`src/common/cssc_pkg.sv`:
```
// package for the clock source and start-up control block
// assumes fuse values arrive as static levels and the watchdog oscillator tick as a one-cycle pulse
package cssc_pkg;
  // ==========================================
  // source kinds
  typedef enum logic [4:0] {
    SRC_XTAL = 5'h01,
    SRC_LFXT = 5'h02,
    SRC_ERC = 5'h04,
    SRC_IRC = 5'h08,
    SRC_EXT = 5'h10
  } cssc_src_t;
  // ==========================================
  // controller states
  typedef enum logic [4:0] {
    ST_RESET_DLY = 5'h01,
    ST_SRC_START = 5'h02,
    ST_RUN = 5'h04,
    ST_SLEEP = 5'h08,
    ST_FAULT = 5'h10
  } cssc_state_t;
  // ==========================================
  // sleep modes
  localparam logic [2:0] SLP_IDLE = 3'h0;
  localparam logic [2:0] SLP_ADC_NR = 3'h1;
  localparam logic [2:0] SLP_PDOWN = 3'h2;
  localparam logic [2:0] SLP_PSAVE = 3'h3;
  localparam logic [2:0] SLP_STANDBY = 3'h6;
  localparam logic [2:0] SLP_EXT_STANDBY = 3'h7;
  // ==========================================
  // fuse layout and delivered defaults
  localparam logic FUSE_PROGRAMMED = 1'h0;
  localparam logic [3:0] DEF_SRC_SEL = 4'h1;
  localparam logic [1:0] DEF_SUT_SEL = 2'h2;
  localparam logic [3:0] SEL_XTAL_LO = 4'hA;
  localparam logic [3:0] SEL_LFXT = 4'h9;
  localparam logic [3:0] SEL_ERC_LO = 4'h5;
  localparam logic [3:0] SEL_IRC_LO = 4'h1;
  localparam logic [3:0] SEL_EXT = 4'h0;
  localparam logic [2:0] XTAL_MODE_LO = 3'h5;
  localparam logic [2:0] XTAL_MODE_MID = 3'h6;
  localparam logic [2:0] XTAL_MODE_HI = 3'h7;
  // ==========================================
  // start-up counts in source cycles
  localparam logic [15:0] CK_6 = 16'h0006;
  localparam logic [15:0] CK_18 = 16'h0012;
  localparam logic [15:0] CK_258 = 16'h0102;
  localparam logic [15:0] CK_1K = 16'h0400;
  localparam logic [15:0] CK_16K = 16'h4000;
  localparam logic [15:0] CK_32K = 16'h8000;
  // reset delays in watchdog oscillator cycles
  localparam int WDT_SHORT_CYCLES = 4096;
  localparam int WDT_LONG_CYCLES = 65536;
  localparam logic [1:0] DLY_NONE = 2'h0;
  localparam logic [1:0] DLY_SHORT = 2'h1;
  localparam logic [1:0] DLY_LONG = 2'h2;
endpackage

```
`src/verilog/cssc_top.sv`:
```
// clock source selection, start-up timing and clock-domain gating
// assumes CLOCK is the selected source clock and WDT_TICK pulses once per watchdog oscillator cycle
//
// Overview of operation
// - decode four-bit source select into five kinds
// - fuse one means unprogrammed, zero programmed
// - count source cycles after power-down/save wake
// - reset adds none, 4K or 64K watchdog cycles
// - default fuses select internal RC, longest delay
// - crystal upper three bits pick oscillator mode
// - crystal low bit plus start-up bits: wake count
// - crystal low bit plus start-up bits: reset delay
// - low-frequency crystal only for code 1001
// - low-frequency start-up table, code 11 reserved
// - gate unused clock domains by sleep mode
// - core clock stop halts all core work
// - flash clock follows core clock
// - async interrupt and address logic always enabled
// - async timer domain runs during sleep except power-down and standby
// - converter domain runs while core, peripheral halted
`timescale 1ns/1ps
module cssc_top #(
  parameter int WDT_SHORT = cssc_pkg::WDT_SHORT_CYCLES,
  parameter int WDT_LONG = cssc_pkg::WDT_LONG_CYCLES
) (
  input wire logic CLOCK,
  input wire logic SYS_RST,
  input wire logic FUSES_VALID,
  input wire logic [3:0] CLOCK_SOURCE_SELECT,
  input wire logic [1:0] STARTUP_TIME_SELECT,
  input wire logic OSCILLATOR_OPTION,
  input wire logic WDT_TICK,
  input wire logic SLEEP_REQ,
  input wire logic [2:0] SLEEP_MODE,
  input wire logic WAKE_REQ,
  output logic CORE_CLOCK_EN,
  output logic FLASH_CLOCK_EN,
  output logic PERIPHERAL_CLOCK_EN,
  output logic ASYNC_TIMER_CLOCK_EN,
  output logic CONVERTER_CLOCK_EN,
  output logic ASYNC_WAKE_LOGIC_EN,
  output logic EXEC_READY,
  output logic [4:0] SOURCE_KIND,
  output logic [1:0] XTAL_MODE,
  output logic FULL_SWING,
  output logic CONFIG_ERROR
);
  // ==========================================
  // decode functions
  function automatic cssc_pkg::cssc_src_t decode_src(input logic [3:0] sel);
    cssc_pkg::cssc_src_t k;
    if (sel >= cssc_pkg::SEL_XTAL_LO) begin
      k = cssc_pkg::SRC_XTAL;
    end else if (sel == cssc_pkg::SEL_LFXT) begin
      k = cssc_pkg::SRC_LFXT;
    end else if (sel >= cssc_pkg::SEL_ERC_LO) begin
      k = cssc_pkg::SRC_ERC;
    end else if (sel >= cssc_pkg::SEL_IRC_LO) begin
      k = cssc_pkg::SRC_IRC;
    end else begin
      k = cssc_pkg::SRC_EXT;
    end
    return k;
  endfunction

  // wake count in source cycles; bit 16 flags a reserved code
  function automatic logic [16:0] wake_count(input cssc_pkg::cssc_src_t k, input logic lo, input logic [1:0] startup_time_select);
    logic [16:0] c;
    c = {1'h0, cssc_pkg::CK_6};
    case (k)
      cssc_pkg::SRC_XTAL: begin
        case ({lo, startup_time_select})
          3'h0, 3'h1: c = {1'h0, cssc_pkg::CK_258};
          3'h2, 3'h3, 3'h4: c = {1'h0, cssc_pkg::CK_1K};
          default: c = {1'h0, cssc_pkg::CK_16K};
        endcase
      end
      cssc_pkg::SRC_LFXT: begin
        case (startup_time_select)
          2'h0, 2'h1: c = {1'h0, cssc_pkg::CK_1K};
          2'h2: c = {1'h0, cssc_pkg::CK_32K};
          default: c = {1'h1, cssc_pkg::CK_6};
        endcase
      end
      cssc_pkg::SRC_ERC: begin
        c = (startup_time_select == 2'h3) ? {1'h0, cssc_pkg::CK_6} : {1'h0, cssc_pkg::CK_18};
      end
      default: begin
        c = {(startup_time_select == 2'h3), cssc_pkg::CK_6};
      end
    endcase
    return c;
  endfunction

  // reset delay class
  function automatic logic [1:0] reset_delay(input cssc_pkg::cssc_src_t k, input logic lo, input logic [1:0] startup_time_select);
    logic [1:0] d;
    d = cssc_pkg::DLY_NONE;
    if (k == cssc_pkg::SRC_XTAL) begin
      case ({lo, startup_time_select})
        3'h0, 3'h3, 3'h6: d = cssc_pkg::DLY_SHORT;
        3'h1, 3'h4, 3'h7: d = cssc_pkg::DLY_LONG;
        default: d = cssc_pkg::DLY_NONE;
      endcase
    end else if (k == cssc_pkg::SRC_LFXT) begin
      d = (startup_time_select == 2'h0) ? cssc_pkg::DLY_SHORT : cssc_pkg::DLY_LONG;
    end else if (k == cssc_pkg::SRC_ERC) begin
      case (startup_time_select)
        2'h0: d = cssc_pkg::DLY_NONE;
        2'h2: d = cssc_pkg::DLY_LONG;
        default: d = cssc_pkg::DLY_SHORT;
      endcase
    end else begin
      case (startup_time_select)
        2'h1: d = cssc_pkg::DLY_SHORT;
        2'h2: d = cssc_pkg::DLY_LONG;
        default: d = cssc_pkg::DLY_NONE;
      endcase
    end
    return d;
  endfunction

  // ==========================================
  // state
  typedef struct packed {
    cssc_pkg::cssc_state_t st;
    logic [16:0] wdt_cnt;
    logic [16:0] src_cnt;
    logic [3:0] src_sel;
    logic [1:0] sut_sel;
    logic opt;
    logic [2:0] slp;
    logic core_en;
    logic io_en;
    logic asy_en;
    logic adc_en;
    logic err;
  } cssc_state_s_t;

  cssc_state_s_t s_r;
  cssc_state_s_t s_nxt;
  cssc_pkg::cssc_src_t kind;
  logic [16:0] wake_cnt;
  logic [1:0] dly_cls;
  logic [16:0] dly_cycles;

  // fuses latched by a clocked process after reset release, never by the reset itself
  always_comb begin
    kind = decode_src(s_r.src_sel);
    wake_cnt = wake_count(kind, s_r.src_sel[0], s_r.sut_sel);
    dly_cls = reset_delay(kind, s_r.src_sel[0], s_r.sut_sel);
    case (dly_cls)
      cssc_pkg::DLY_SHORT: dly_cycles = 17'(WDT_SHORT);
      cssc_pkg::DLY_LONG: dly_cycles = 17'(WDT_LONG);
      default: dly_cycles = 17'h00000;
    endcase
  end

  // ==========================================
  // sequencing
  always_comb begin
    s_nxt = s_r;
    s_nxt.core_en = 1'h0;
    s_nxt.io_en = 1'h0;
    s_nxt.asy_en = 1'h0;
    s_nxt.adc_en = 1'h0;
    case (s_r.st)
      cssc_pkg::ST_RESET_DLY: begin
        // fuses track inputs until reset timing ends; reset values are the delivered defaults
        if (FUSES_VALID) begin
          s_nxt.src_sel = CLOCK_SOURCE_SELECT;
          s_nxt.sut_sel = STARTUP_TIME_SELECT;
          s_nxt.opt = OSCILLATOR_OPTION;
        end
        if (s_r.err) begin
          s_nxt.st = cssc_pkg::ST_FAULT;
        end else if (s_r.wdt_cnt >= dly_cycles) begin
          s_nxt.st = cssc_pkg::ST_SRC_START;
          s_nxt.src_cnt = 17'h00000;
        end else if (WDT_TICK) begin
          s_nxt.wdt_cnt = s_r.wdt_cnt + 17'h00001;
        end
        s_nxt.err = wake_cnt[16];
      end
      cssc_pkg::ST_SRC_START: begin
        // source cycles counted on every edge; domains still gated
        if (s_r.src_cnt >= {1'h0, wake_cnt[15:0]}) begin
          s_nxt.st = cssc_pkg::ST_RUN;
          s_nxt.core_en = 1'h1;
          s_nxt.io_en = 1'h1;
          s_nxt.asy_en = 1'h1;
          s_nxt.adc_en = 1'h1;
        end else begin
          s_nxt.src_cnt = s_r.src_cnt + 17'h00001;
        end
      end
      cssc_pkg::ST_RUN: begin
        s_nxt.core_en = 1'h1;
        s_nxt.io_en = 1'h1;
        s_nxt.asy_en = 1'h1;
        s_nxt.adc_en = 1'h1;
        if (SLEEP_REQ) begin
          s_nxt.st = cssc_pkg::ST_SLEEP;
          s_nxt.slp = SLEEP_MODE;
          s_nxt.core_en = 1'h0;
          s_nxt.io_en = (SLEEP_MODE == cssc_pkg::SLP_IDLE);
          s_nxt.adc_en = (SLEEP_MODE == cssc_pkg::SLP_IDLE) || (SLEEP_MODE == cssc_pkg::SLP_ADC_NR);
          s_nxt.asy_en = (SLEEP_MODE != cssc_pkg::SLP_PDOWN) && (SLEEP_MODE != cssc_pkg::SLP_STANDBY);
        end
      end
      cssc_pkg::ST_SLEEP: begin
        s_nxt.io_en = s_r.io_en;
        s_nxt.adc_en = s_r.adc_en;
        s_nxt.asy_en = s_r.asy_en;
        if (WAKE_REQ) begin
          // oscillator stopped only in power-down and power-save; re-time its start-up
          if (s_r.slp == cssc_pkg::SLP_PDOWN || s_r.slp == cssc_pkg::SLP_PSAVE) begin
            s_nxt.st = cssc_pkg::ST_SRC_START;
            s_nxt.src_cnt = 17'h00000;
            s_nxt.io_en = 1'h0;
            s_nxt.adc_en = 1'h0;
          end else begin
            s_nxt.st = cssc_pkg::ST_RUN;
            s_nxt.core_en = 1'h1;
            s_nxt.io_en = 1'h1;
            s_nxt.adc_en = 1'h1;
            s_nxt.asy_en = 1'h1;
          end
        end
      end
      cssc_pkg::ST_FAULT: begin
        // reserved start-up code: stay gated, since no safe count exists
        s_nxt.err = 1'h1;
      end
      default: begin
        s_nxt.st = cssc_pkg::ST_RESET_DLY;
      end
    endcase
  end

  always_ff @(posedge CLOCK) begin
    if (SYS_RST) begin
      s_r.st <= cssc_pkg::ST_RESET_DLY;
      s_r.wdt_cnt <= 17'h00000;
      s_r.src_cnt <= 17'h00000;
      s_r.src_sel <= cssc_pkg::DEF_SRC_SEL;
      s_r.sut_sel <= cssc_pkg::DEF_SUT_SEL;
      s_r.opt <= ~cssc_pkg::FUSE_PROGRAMMED;
      s_r.slp <= cssc_pkg::SLP_IDLE;
      s_r.core_en <= 1'h0;
      s_r.io_en <= 1'h0;
      s_r.asy_en <= 1'h0;
      s_r.adc_en <= 1'h0;
      s_r.err <= 1'h0;
    end else begin
      s_r <= s_nxt;
    end
  end

  // ==========================================
  // outputs
  assign CORE_CLOCK_EN = s_r.core_en;
  assign FLASH_CLOCK_EN = s_r.core_en;
  assign PERIPHERAL_CLOCK_EN = s_r.io_en;
  assign ASYNC_TIMER_CLOCK_EN = s_r.asy_en;
  assign CONVERTER_CLOCK_EN = s_r.adc_en;
  assign ASYNC_WAKE_LOGIC_EN = 1'h1;
  assign EXEC_READY = s_r.core_en;
  assign SOURCE_KIND = kind;
  assign XTAL_MODE = (kind == cssc_pkg::SRC_XTAL) ? 2'(s_r.src_sel[3:1] - cssc_pkg::XTAL_MODE_LO) : 2'h0;
  assign FULL_SWING = (s_r.opt == cssc_pkg::FUSE_PROGRAMMED);
  assign CONFIG_ERROR = s_r.err;
endmodule

```
`config.mk`:
```
export PLATFORM = sky130hd
export DESIGN_NAME = cssc_top
export DESIGN_NICKNAME = d
export VERILOG_FILES = /design/src/common/cssc_pkg.sv /design/src/verilog/cssc_top.sv
export SDC_FILE = /design/constraint.sdc
export NUM_CORES = 1
export LEC_CHECK = 0
export ABC_AREA = 1
export BUFFER_PORTS_ARGS = -buffer_cell sky130_fd_sc_hd__buf_2
export CORE_ASPECT_RATIO = 1.2
export CORE_MARGIN = 5
export CORE_UTILIZATION = 40
export DETAILED_ROUTE_END_ITERATION = 7
export SLEW_MARGIN = 10
export SYNTH_ARGS = -nofsm -noshare
export SYNTH_HDL_FRONTEND = slang
export SYNTH_SLANG_ARGS = --single-unit
export TNS_END_PERCENT = 5
```
`constraint.sdc`:
```
create_clock -name CLOCK -period 2.5 [get_ports CLOCK]
set_input_delay 0.625 -clock CLOCK [delete_from_list [all_inputs] [get_ports CLOCK]]
set_output_delay 0.625 -clock CLOCK [all_outputs]
set_load 0.05 [all_outputs]
```
==> results.yml <==
setup_path:
  cp_max_fo: 5
  worstSetupStartpointType: "flip-flop"
  critPathRequiredTime_ns: 2.71
  worstPathArrival_ns: 2.68
  critical_path_class: "flip-flop to flip-flop"
  setup.worst_path.end_class: "flip-flop"
sta:
  max_transition_viols_final: 0
  grt_setup_unrepaired: "yes"
  worst-slew-pin-transition_ns: 0.617
  slew_headroom: 0.585
  final_period_minus_worst_setup_slack_ns: 2.47
  finalHoldViolCount: 0
  clock.fmax_mhz: 405
  finalSetupViolCount: 0
  fin_tns_setup_ns: 0
  final.period_utilization: 0.987
  timing.clock.skew_ns: 0.00576
synthesis:
  synth_xor_xnor_area_share: 0.0170
  post_synthesis_compound_gate_area_fraction: 0.121
  syn-num-nets: 610
  synth_top_area_cell: "sky130_fd_sc_hd__dfxtp_1"
  synth.yosys.seq_area_share: 0.295
  post-synth-top-area-fraction: 0.295
  number_of_enable_type_register_cells_in_the_synthesized_netlist: 0
  synth_top_family_by_area: "simple AND/OR/NAND/NOR gates"
  synth_simple_gate_area_frac: 0.408
  synthTopCellsByArea: "sky130_fd_sc_hd__dfxtp_1 (29%), sky130_fd_sc_hd__nand2_1 (13%), sky130_fd_sc_hd__nand3_1 (9.2%)"
  warnings_synthesis: 0
  proportion_of_synthesized_area_in_mux_cells: 0
  syn_inst: 582
  async_reset_ff_frac: 0
  synthesis.area_mm2: 0.00360
  synth_flop_cell: "sky130_fd_sc_hd__dfxtp_1"
  synthAdderAreaFrac: 0.0417
  yosys_register_bits: 53
  count_of_cell_types_in_the_netlist: 35
  synth_area_per_cell_um2: 6.19
finish:
  layout-drive-gt1-share: 0.204
  multi_input_area_mm2: 0.00230
  final_common_cell: "sky130_fd_sc_hd__nand2_1"
  n_antenna_cell: 0
  fin_nets: 663
  area_overhead_of_the_layout_relative_to_synthesis_pct: 22.6
  layout_common_cells: "sky130_fd_sc_hd__nand2_1 (123), sky130_fd_sc_hd__nor2_1 (77), sky130_fd_sc_hd__inv_1 (67)"
  fill_cells: 993
  fin_util: 0.494
  fin_cells: 756
  sequential_cell_area_mm2: 0.00106
clocking:
  path_clk_slew_ns: 0.10
  insertion_delay_ns: 0.31
  total_of_hold_buffers_inserted_after_clock_tree_synthesis: 0
  cts_root_buffer: "sky130_fd_sc_hd__clkbuf_8"
  tritoncts_clock_tree: "yes"
  clock_tree.buffer_depth: 2
  cts_buffers: 5
  h_tree_levels: 2
  tritoncts_num_sinks: 53
drt:
  routedWlPerCell_um: 12.9
  postRouteAntennaNets: 0
  drt_first_iter_violations: 172
  wirelength_mm: 9.79
  average_vias_per_placed_instance: 5.17
  drcViolationCount: 0
  via_count: 3911
  firstDrtPassIters: 4
floorplan:
  fp-row-count: 38
  die_height_um: 114
  floorplan.die_area_mm2: 0.0110
  ios: 32
  initial_core_util: 0.403
  die_width_um: 96.6
  placeableCoreArea_mm2: 0.00894
pwr:
  power.switching_mw: 2.07
  combinationalPowerShare: 0.627
  power_report.internal_total_mw: 2.38
  ir_drop_uv: 427
  power.leakage_nw: 2.01
  clock_power_share: 0.112
  p_total_mw: 4.46
  seq_power_share: 0.261
  power.share.switching: 0.465
  power_density_mw_per_mm2: 1010
min_path:
  min_path_type: "flip-flop to flip-flop"
global_routing:
  globalRouteOverflowTotal: 0
  grt_start_max_net_pins: 31
  grt_antenna_before_repair: 0
  globalRouteTotalUtil: 0.167
  grt_first_pass_wirelength_mm: 15.6
  number_of_global_route_vias_before_repair: 3527
place:
  place.port_buffers: 30
  place.detailed.hpwl_mm: 6.92
  number_of_instances_in_the_placed_design: 736
  globalplace.congestion: 0.925
run_status:
  status: "complete, no violations"
flow_run:
  max_cap_violations: 0
## power by group through the flow
stage | registers (mW) | logic [mW] | clock network (mW)
2_1_floorplan | 1.15 | 1.71 | 0
3_3_place_gp | 1.17 | 2.10 | 0
3_5_place_dp | 1.17 | 2.14 | 0
4_1_cts | 1.16 | 2.19 | 0.532
5_1_grt | 1.19 | 3.07 | 0.560
6_report | 1.16 | 2.79 | 0.499
## sequential cells by signal, summed over array words and instances, names as in the netlist
signal / count
CONFIG_ERROR: 1
ASYNC_TIMER_CLOCK_EN: 1
CORE_CLOCK_EN: 1
PERIPHERAL_CLOCK_EN: 1
s_r: 48
CONVERTER_CLOCK_EN: 1
## what timing repair did
action                                 CTS  global route
pin swaps                                1            23
gates resized for setup                  4            49
endpoints found under the hold margin    0             0
setup endpoints to repair               21            41
gates cloned                             0             6
buffers inserted                         1             5
## metal layers
layer | GRT usage | vias up | routed length, um
met5 | 0 | - | 0
met3 | 0.0275 | 23 | 255
met2 | 0.311 | 59 | 5140
met1 | 0.188 | 1818 | 4110
li1 | - | 2011 | -
met4 | 0.0665 | 0 | 279
## layout make-up
class	instances	area share
clock buffers	6	0.0164
clock inverters	2	0.00312
inverters	78	0.0700
multi-input cells	433	0.520
flip-flops and latches	53	0.241
well taps	120	0.0340
repair buffers	63	0.114
repair inverters	1	0.00142
## per-stage QoR
step / area [um^2] / hold slack, ns / worst slack, ns
floorplan: 3640 / 0.429 / -0.242
global placement: 3980 / 0.442 / -0.000176
detailed placement: 3980 / 0.455 / -0.0151
CTS: 4100 / 0.471 / 0.0135
global route: 4420 / 0.497 / -0.154
finish: 4420 / 0.464 / 0.0331
## synthesized netlist by cell type (3+ instances only)
| master | n |
|---|---|
| sky130_fd_sc_hd__nand2_1 | 129 |
| sky130_fd_sc_hd__buf_2 | 9 |
| sky130_fd_sc_hd__nor2_4 | 3 |
| sky130_fd_sc_hd__nand3_1 | 66 |
| sky130_fd_sc_hd__a21oi_1 | 52 |
| sky130_fd_sc_hd__nor2_2 | 4 |
| sky130_fd_sc_hd__dfxtp_1 | 53 |
| sky130_fd_sc_hd__buf_4 | 3 |
| sky130_fd_sc_hd__buf_6 | 4 |
| sky130_fd_sc_hd__xor2_1 | 6 |
| sky130_fd_sc_hd__nor2_1 | 81 |
| sky130_fd_sc_hd__nor3_1 | 18 |
| sky130_fd_sc_hd__ha_1 | 12 |
| sky130_fd_sc_hd__nand4_1 | 20 |
| sky130_fd_sc_hd__o21ai_0 | 23 |
| sky130_fd_sc_hd__inv_2 | 6 |
| sky130_fd_sc_hd__inv_1 | 71 |
## cell families after synthesis
kind of cell             after synthesis
AO/OA/AOI/OAI                         83
buffers and inverters                 97
other                                  1
XOR/XNOR                               7
AND/OR/NAND/NOR                      329
flip-flops                            53
adder cells (fa/ha/maj)               12
## final timing paths
path | slack (ns) | start | cells past startpoint | to
hold / removal | 0.46 | s_r[7] | 2 | s_r[7]
hold reg to reg | 0.46 | s_r[7] | 2 | s_r[7]
setup reg to reg | 0.03 | s_r[13] | 16 | s_r[33]
setup / recovery | 0.03 | s_r[13] | 16 | s_r[33]
## worst max-delay path, stage by stage, from the launching register on
cell	delay, ns
sky130_fd_sc_hd__dfxtp_2	0.33
sky130_fd_sc_hd__inv_2	0.07
sky130_fd_sc_hd__nand2_4	0.07
sky130_fd_sc_hd__nor2_4	0.10
sky130_fd_sc_hd__nand2_2	0.07
sky130_fd_sc_hd__nor2_1	0.10
sky130_fd_sc_hd__inv_1	0.07
sky130_fd_sc_hd__a32o_1	0.25
sky130_fd_sc_hd__ha_4	0.23
sky130_fd_sc_hd__a21oi_1	0.14
sky130_fd_sc_hd__nand2_1	0.10
sky130_fd_sc_hd__nor2_4	0.13
sky130_fd_sc_hd__buf_4	0.13
sky130_fd_sc_hd__nand4_4	0.19
sky130_fd_sc_hd__buf_6	0.20
sky130_fd_sc_hd__o21ai_2	0.13
sky130_fd_sc_hd__a21oi_2	0.04
Note: power is estimated with default switching activity, not from simulation.
